[src/rtl/asi_pkg.sv]
package asi_pkg;

	// ----------------------------------------
	// Register offsets (byte addresses)
	// ----------------------------------------
	localparam logic [7:0] ASI_SYS_CLR_OFS = 8'h14;
	localparam logic [7:0] ASI_SYS_IS_OFS = 8'h18;
	localparam logic [7:0] ASI_SUP_IS_OFS = 8'h1c;
	localparam logic [7:0] ASI_SUP_EN_OFS = 8'h20;
	localparam logic [7:0] ASI_SUP_CLR_OFS = 8'h24;
	localparam logic [7:0] ASI_SYS_EN_OFS = 8'h28;

	// ----------------------------------------
	// Reset values and full-word byte select
	// ----------------------------------------
	localparam logic [31:0] ASI_SUP_EN_RST = 32'h000000ff;
	localparam logic [31:0] ASI_SYS_EN_RST = 32'h00000000;
	localparam logic [3:0] ASI_FULL_WORD = 4'hf;

	// ----------------------------------------
	// Sizes and field positions
	// ----------------------------------------
	localparam int ASI_NSUP = 13;
	localparam int ASI_NIN = 29;
	localparam int ASI_NODES = 12;
	localparam int ASI_STS_LSB = 16;
	localparam int ASI_SUP_STS_SUM = 28;
	localparam int ASI_OT_STS = 25;
	localparam int ASI_OTW_STS = 24;
	localparam int ASI_TRX_FAIL_STS = 22;
	localparam int ASI_HS2_FAIL = 19;
	localparam int ASI_HS1_FAIL = 18;
	localparam int ASI_LS2_FAIL = 17;
	localparam int ASI_LS1_FAIL = 16;
	localparam int ASI_SUP_IS_SUM = 12;
	localparam int ASI_SYS_LAT_LSB = 8;
	localparam int ASI_TRX_FAIL_IS = 6;
	localparam int ASI_TRX_CLR_LSB = 4;

	// ----------------------------------------
	// Source vector positions
	// ----------------------------------------
	localparam int IN_UV = 0;
	localparam int IN_OV = 5;
	localparam int IN_PWR = 10;
	localparam int IN_REF_OV = 13;
	localparam int IN_REF_UV = 14;
	localparam int IN_OT = 15;
	localparam int IN_OTW = 16;
	localparam int IN_TRX_OC = 17;
	localparam int IN_TRX_OT = 18;
	localparam int IN_HS_OT = 19;
	localparam int IN_HS_OL = 21;
	localparam int IN_LS_OT = 23;
	localparam int IN_LS_WARN = 25;
	localparam int IN_LS_OL = 27;

endpackage

[src/rtl/asi_top.sv]
`timescale 1ns/10ps
// Functional notes
// - Analog interrupts go out as twelve vector nodes plus the nmi line.
// - All supply interrupt sources merge into one supply prewarning nmi.
// - Power management output undervoltage, overvoltage, overcurrent join the supply sources.
// - All supply prewarning flags sit together in one supply status register.
// - Measurement flags latch on the rising edge of their condition.
// - Each latched supply flag has a live status twin bit.
// - Registers decode whole words; only full-word writes take effect.
// - Bit 28 is the read-only OR of all supply status flags.
// - Bit 12 is the read-only OR of all supply interrupt flags.
// - Bits 25 and 24 show overtemperature shutdown and prewarning state.
// - Bit 22 copies the transceiver overtemperature state.
// - Bits 19 and 18 are high-side overtemperature OR open-load.
// - Bits 17 and 16 are low-side overtemp, prewarning or open-load.
// - Bits 11 and 10 latch reference over and undervoltage.
// - Bit 9 latches the overtemperature shutdown edge.
// - Fail and summary flags read 1 when any source is set.
// - Writing 1 to a clear bit clears its flag; 0 leaves it.
// - Bit 6 is transceiver overcurrent OR overtemperature interrupt flag.
module asi_top
	import asi_pkg::*;
#(
	parameter int ADR_W = 8
) (
	// Clock and reset
	input wire logic clk,
	input wire logic rst,
	// Wishbone slave
	input wire logic [ADR_W-1:0] wb_adr_i,
	input wire logic [31:0] wb_dat_i,
	output logic [31:0] wb_dat_o,
	input wire logic [3:0] wb_sel_i,
	input wire logic wb_we_i,
	input wire logic wb_cyc_i,
	input wire logic wb_stb_i,
	output logic wb_ack_o,
	// Supply monitors, index 0..4 = battery, supply, io rail, core rail, ext rail
	input wire logic [4:0] supply_under,
	input wire logic [4:0] supply_over,
	// Power management unit output checks: undervoltage, overvoltage, overcurrent
	input wire logic [2:0] power_management_unit_fault,
	// Eight-bit converter comparisons
	input wire logic reference_over,
	input wire logic reference_under,
	input wire logic overtemp_shutdown_in,
	input wire logic overtemp_warning_in,
	// Transceiver and driver states
	input wire logic transceiver_overcurrent,
	input wire logic transceiver_overtemp_state,
	input wire logic [1:0] highside_overtemp_state,
	input wire logic [1:0] highside_openload_state,
	input wire logic [1:0] lowside_overtemp_state,
	input wire logic [1:0] lowside_overtemp_warn_state,
	input wire logic [1:0] lowside_openload_state,
	// Interrupt outputs
	output logic supply_prewarn_nmi,
	output logic [ASI_NODES-1:0] analog_irq_node
);

	initial begin
		if (ADR_W < 6 || ADR_W > 32) begin
			$error("asi_top: ADR_W must lie in 6..32");
		end
	end

	// ----------------------------------------
	// Helpers
	// ----------------------------------------
	function automatic logic hit(input logic [ADR_W-1:0] adr, input logic [7:0] ofs);
		hit = (adr == ADR_W'(ofs));
	endfunction

	// ----------------------------------------
	// Input synchronisers
	// ----------------------------------------
	// Flags are fed from analog comparators on another timebase
	logic [ASI_NIN-1:0] raw_in;
	logic [ASI_NIN-1:0] sync1;
	logic [ASI_NIN-1:0] sync2;
	logic [ASI_NIN-1:0] sync3;
	logic [ASI_NIN-1:0] filt;
	wire [ASI_NIN-1:0] agree = ~(sync2 ^ sync3);
	wire [ASI_NIN-1:0] rise = agree & sync3 & ~filt;

	assign raw_in = {lowside_openload_state, lowside_overtemp_warn_state,
		lowside_overtemp_state, highside_openload_state, highside_overtemp_state,
		transceiver_overtemp_state, transceiver_overcurrent, overtemp_warning_in,
		overtemp_shutdown_in, reference_under, reference_over,
		power_management_unit_fault, supply_over, supply_under};

	always_ff @(posedge clk or posedge rst) begin
		if (rst) begin
			sync1 <= '0;
			sync2 <= '0;
			sync3 <= '0;
			filt <= '0;
		end else begin
			sync1 <= raw_in;
			sync2 <= sync1;
			sync3 <= sync2;
			filt <= (agree & sync3) | (~agree & filt);
		end
	end

	// ----------------------------------------
	// Bus decode
	// ----------------------------------------
	logic [ASI_NSUP-1:0] sup_is;
	logic [ASI_NSUP-1:0] sup_en;
	logic [3:0] sys_lat;
	logic [1:0] trx_is;
	logic [ASI_NODES-1:0] sys_en;

	wire req = wb_cyc_i & wb_stb_i;
	wire hit_sys_clr = hit(wb_adr_i, ASI_SYS_CLR_OFS);
	wire hit_sys_is = hit(wb_adr_i, ASI_SYS_IS_OFS);
	wire hit_sup_is = hit(wb_adr_i, ASI_SUP_IS_OFS);
	wire hit_sup_en = hit(wb_adr_i, ASI_SUP_EN_OFS);
	wire hit_sup_clr = hit(wb_adr_i, ASI_SUP_CLR_OFS);
	wire hit_sys_en = hit(wb_adr_i, ASI_SYS_EN_OFS);
	// Byte or halfword writes are dropped but still answered
	wire wr_ok = req & wb_we_i & wb_ack_o & (wb_sel_i == ASI_FULL_WORD);

	// ----------------------------------------
	// Flag updates
	// ----------------------------------------
	wire [ASI_NSUP-1:0] sup_clr = (wr_ok & hit_sup_clr) ? wb_dat_i[ASI_NSUP-1:0] : '0;
	wire [3:0] sys_clr = (wr_ok & hit_sys_clr) ? wb_dat_i[ASI_SYS_LAT_LSB +: 4] : '0;
	wire [1:0] trx_clr = (wr_ok & hit_sys_clr) ? wb_dat_i[ASI_TRX_CLR_LSB +: 2] : '0;
	wire [3:0] sys_rise = {rise[IN_REF_OV], rise[IN_REF_UV], rise[IN_OT], rise[IN_OTW]};
	// Set beats clear so a coincident event is never lost
	wire [ASI_NSUP-1:0] next_sup_is = (sup_is & ~sup_clr) | rise[ASI_NSUP-1:0];
	wire [3:0] next_sys_lat = (sys_lat & ~sys_clr) | sys_rise;
	wire [1:0] next_trx_is = (trx_is & ~trx_clr) | {rise[IN_TRX_OC], rise[IN_TRX_OT]};

	// ----------------------------------------
	// Read words
	// ----------------------------------------
	wire [ASI_NSUP-1:0] sup_sts = filt[ASI_NSUP-1:0];
	wire sum_sts = |sup_sts;
	wire sum_is = |sup_is;
	wire trx_fail_is = |trx_is;
	wire [1:0] hs_fail = filt[IN_HS_OT +: 2] | filt[IN_HS_OL +: 2];
	wire [1:0] ls_fail = filt[IN_LS_OT +: 2] | filt[IN_LS_WARN +: 2] | filt[IN_LS_OL +: 2];
	// Reserved fields are constant zero
	wire [31:0] sys_word = {3'h0, sum_sts, 2'h0, filt[IN_OT], filt[IN_OTW], 1'b0,
		filt[IN_TRX_OT], 2'h0, hs_fail, ls_fail, 3'h0, sum_is, sys_lat, 1'b0,
		trx_fail_is, 6'h00};
	wire [31:0] sup_word = {3'h0, sup_sts, 3'h0, sup_is};
	wire [31:0] rd_data = hit_sys_is ? sys_word :
		hit_sup_is ? sup_word :
		hit_sup_en ? {19'h0, sup_en} :
		hit_sys_en ? {20'h0, sys_en} : 32'h0;

	// ----------------------------------------
	// Interrupt outputs
	// ----------------------------------------
	wire next_nmi = |(sup_is & sup_en);
	// Node n carries system status bit n, gated by its enable
	wire [ASI_NODES-1:0] next_node = sys_word[ASI_NODES-1:0] & sys_en;

	// ----------------------------------------
	// Registers
	// ----------------------------------------
	always_ff @(posedge clk or posedge rst) begin
		if (rst) begin
			wb_ack_o <= 1'b0;
			wb_dat_o <= 32'h0;
		end else begin
			wb_ack_o <= req & ~wb_ack_o;
			wb_dat_o <= (req & ~wb_ack_o) ? rd_data : 32'h0;
		end
	end

	always_ff @(posedge clk or posedge rst) begin
		if (rst) begin
			sup_is <= '0;
			sys_lat <= '0;
			trx_is <= '0;
		end else begin
			sup_is <= next_sup_is;
			sys_lat <= next_sys_lat;
			trx_is <= next_trx_is;
		end
	end

	always_ff @(posedge clk or posedge rst) begin
		if (rst) begin
			sup_en <= ASI_SUP_EN_RST[ASI_NSUP-1:0];
			sys_en <= ASI_SYS_EN_RST[ASI_NODES-1:0];
		end else begin
			if (wr_ok & hit_sup_en) begin
				sup_en <= wb_dat_i[ASI_NSUP-1:0];
			end
			if (wr_ok & hit_sys_en) begin
				sys_en <= wb_dat_i[ASI_NODES-1:0];
			end
		end
	end

	always_ff @(posedge clk or posedge rst) begin
		if (rst) begin
			supply_prewarn_nmi <= 1'b0;
			analog_irq_node <= '0;
		end else begin
			supply_prewarn_nmi <= next_nmi;
			analog_irq_node <= next_node;
		end
	end

	wire rd_ack = wb_ack_o & req & ~wb_we_i;
endmodule // asi_top

[config.mk]
export PLATFORM = sky130hd
export DESIGN_NAME = asi_top
export DESIGN_NICKNAME = d
export VERILOG_FILES = /design/src/rtl/asi_pkg.sv /design/src/rtl/asi_top.sv
export SDC_FILE = /design/constraint.sdc
export NUM_CORES = 1
export LEC_CHECK = 0
export ABC_AREA = 1
export ABC_CLOCK_PERIOD_IN_PS = 8750
export BUFFER_PORTS_ARGS = -buffer_cell sky130_fd_sc_hd__buf_2
export CAP_MARGIN = 30
export CORE_MARGIN = 2
export CORE_UTILIZATION = 40
export DETAILED_ROUTE_END_ITERATION = 16
export GPL_TIMING_DRIVEN = 0
export HOLD_SLACK_MARGIN = 0.08
export PLACE_DENSITY = 0.66
export SLEW_MARGIN = 5
export SYNTH_ARGS = -nofsm -noshare
export SYNTH_HDL_FRONTEND = slang
export SYNTH_SLANG_ARGS = --single-unit
[constraint.sdc]
create_clock -name clk -period 8.75 [get_ports clk]
set_input_delay 0 -clock clk [delete_from_list [all_inputs] [get_ports clk]]
set_output_delay 0 -clock clk [all_outputs]
set_load 0.005 [all_outputs]
==> flow_metrics.env <==
export IMPL_cp_common_cell="dlygate4sd3_1"
export IMPL_fmax_mhz=436
export IMPL_p_sw_frac=0.248
export IMPL_fin_crit_ns=2.29
export IMPL_pin_count=124
export IMPL_globalplace_congestion=0.893
export IMPL_die_h_um=139
export IMPL_die_x_um=139
export IMPL_endpoint_kind="register"
export IMPL_dieArea_um2=19300
export IMPL_path_cells="dlygate4sd3_1 > buf_2 > nand2_1 > dlygate4sd3_1 > nor2_1 > o21ai_0 > a21oi_1 > dlygate4sd3_1"
export IMPL_n_antenna_cell=0
export IMPL_portBuffers=90
export IMPL_dpl_cell_count=979
export IMPL_cp_buffers_inverters=4
export IMPL_start_kind="input pin"
export IMPL_vias=4842
export IMPL_insertion_delay_ns=0.43
export IMPL_p_leak_nw=4.46
export IMPL_pwr_share_seq=0.524
export IMPL_finalHoldViolCount=0
export IMPL_finish_instance_area_um2=9210
export IMPL_setup_viol=0
export IMPL_vias_per_cell=4.55
export IMPL_dp_hpwl_mm=10.0
export IMPL_final_nets=920
export IMPL_coreArea_um2=17900
export IMPL_peakVddDrop_uv=159
export IMPL_switching_power_w=0.000448
export IMPL_drt_initial_drc_count=324
export IMPL_r2r_cells=4
export IMPL_cts_inserted_buffers=17
export IMPL_routedWlPerCell_um=13.8
export IMPL_cts_max_level=4
export IMPL_final_core_util=0.514
export IMPL_layout_cells_non_filler=1065
export IMPL_syn_instance_count=647
export IMPL_cts_root_buf="clkbuf_16"
export IMPL_cts_tree="built"
export IMPL_final_max_slew_viol_count=0
export IMPL_final_setup_tns_ns=0
export IMPL_grt_max_degree=104
export IMPL_hold_class="input pin to register"
export IMPL_syn_area_um2=7280
export IMPL_rsz0062_at_grt="no"
export IMPL_ys_seq_area_frac=0.664
export IMPL_holdPathEnd="sys_en[10]"
export IMPL_cts_resized=0
export IMPL_synth_avg_cell_area_um2=11.3
export IMPL_num_rows=49
export IMPL_combPwrFrac=0.066
export IMPL_worstHoldPathCells=6
export IMPL_max_cap_violations=0
export IMPL_globalRouteOverflowTotal=0
export IMPL_crit_arrival_ns=2.66
export IMPL_period_share=0.262
export IMPL_power_density_nw_per_um2=196
export IMPL_place_area_um2=8100
export IMPL_antenna_found_initial=0
export IMPL_clockPowerShare=0.410
export IMPL_r2r_setup_slack_ns=6.87
export IMPL_cp_slowest_stage_delay_ns=0.59
export IMPL_r2r_start="wb_ack_o"
export IMPL_synth_distinct_cells=32
export IMPL_track_usage=0.162
export IMPL_p_total_w=0.00181
export IMPL_yosys_area_top_type="dfrtp_1"
export IMPL_outcome="completed"
export IMPL_path_max_fanout=6
export IMPL_grt_pass1_vias=4877
export IMPL_cp_required_ns=9.12
export IMPL_timing_rr_end="wb_dat_o[11]"
export IMPL_yosysTopAreaCellShare=0.636
export IMPL_critPathSlowestCell="dlygate4sd3_1"
export IMPL_clock_path_buffers=2
export IMPL_final_antenna_net_count=0
export IMPL_clock_sinks=193
export IMPL_syn_to_final_growth_pct=26.5
export IMPL_grt_pass1_wl_mm=24.3
export IMPL_drc=0
export IMPL_synth_seq_cells=193
export IMPL_initial_core_util=0.407
export IMPL_relSlewSlack=0.608
export IMPL_clock_skew_ns=0.00559
export IMPL_drive_gt1_frac=0.249
export IMPL_path_clk_slew_ns=0.07
export IMPL_tightest_slew_ns=0.588
export IMPL_routed_wl_mm=14.7
export IMPL_synth_area_leaders="dfrtp_1 64%, nand2_1 6.1%, ha_1 3.3%"
export IMPL_crit_type="input pin to register"
export IMPL_p_int_w=0.00136
export IMPL_yosys_warnings=0
export IMPL_worstHoldStart="wb_sel_i[2]"
export IMPL_firstDrtPassIters=4
export IMPL_crit_family="buffers and inverters"
cell usage after synthesis (all sizes together):
library cell / number
clkinv: 2
dfrtp: 185
inv: 64
nand4: 6
a221oi: 2
o21a: 1
maj3: 10
or2: 2
nor2: 67
a21oi: 31
dfstp: 8
o2111ai: 5
nor3: 6
nand3: 20
nand2: 134
o21ai: 60
conb: 1
buf: 24
ha: 19
routing by layer:
layer  up-vias  GRT usage  wire (um)
met5         -          0          0
met4         0     0.0675        348
met3        30     0.0397        793
met2       137      0.260       7060
met1      2268      0.212       6500
li1       2407          -          -
power by group through the flow:
stage	combinational, W	clock [W]	sequential (W)
5_1_grt	0.000137	0.000804	0.000952
4_1_cts	0.000120	0.000762	0.000948
3_5_place_dp	0.000103	0	0.000965
2_1_floorplan	0.0000681	0	0.000960
3_3_place_gp	0.0000979	0	0.000964
6_report	0.000118	0.000741	0.000947
layout by cell type (no fill, tap or decap), drive strengths merged, types with 2 or more instances in the layout:
cell	netlist	layout
inv	64	73
buf	24	115
clkbuf	0	17
clkinvlp	0	4
nor2	67	67
ha	19	19
nand2	134	134
maj3	10	10
nand4	6	6
o21ai	60	60
a221oi	2	2
or2	2	2
clkinv	2	4
o2111ai	5	5
a21oi	31	31
dfstp	8	8
nand3	20	20
dlygate4sd3	0	54
nor3	6	6
dfrtp	185	185
conb	1	13
logic make-up (layout without fill, tap and decap cells):
| kind of cell | after synthesis | count (layout) | synth area share |
|---|---|---|---|
| fa+ha+maj | 29 | 29 | 0.0464 |
| buf+inv | 90 | 267 | 0.0608 |
| other cells | 1 | 13 | 0.000515 |
| simple gates | 235 | 235 | 0.145 |
| flops | 193 | 193 | 0.664 |
| compound gates | 99 | 99 | 0.0828 |
layout make-up:
type	count	area (um^2)
buffer	24	186
multi-input combinational	376	2050
sequential	193	4840
tap	229	287
fill	1604	8690
clock inverter	15	144
clock buffer	17	425
inverter	66	264
timing repair buffer	145	1020
how the worst max path moves through the flow:
stage / start / endpoint / cells past startpoint
finish: wb_stb_i / wb_dat_o[11] / 8
global route: wb_stb_i / wb_dat_o[11] / 8
CTS: wb_stb_i / wb_dat_o[11] / 8
detailed placement: wb_ack_o / wb_dat_o[22] / 4
global placement: rst / wb_dat_o[1] / 2
floorplan: rst / asynchronous set/reset pin / 1
worst min-delay path: stages:
cell,delay [ns]
buf_2,0.10
nand4_1,0.10
nor2_4,0.08
nand2_4,0.11
nand2_1,0.07
o21ai_2,0.05
timing repair:
action                                 CTS  global route
endpoints found under the hold margin  168             0
hold buffers                            54             0
setup buffers                            0             0
metrics by stage:
stage | setup WS [ns] | hold slack, ns
after global placement | 1.50 | 0.108
after detailed placement | 7.13 | 0.109
after CTS | 6.60 | 0.0804
final | 6.46 | 0.0989
after global routing | 6.32 | 0.117
after floorplan | 3.51 | 0.0314
(Power assumes the default switching activity.)
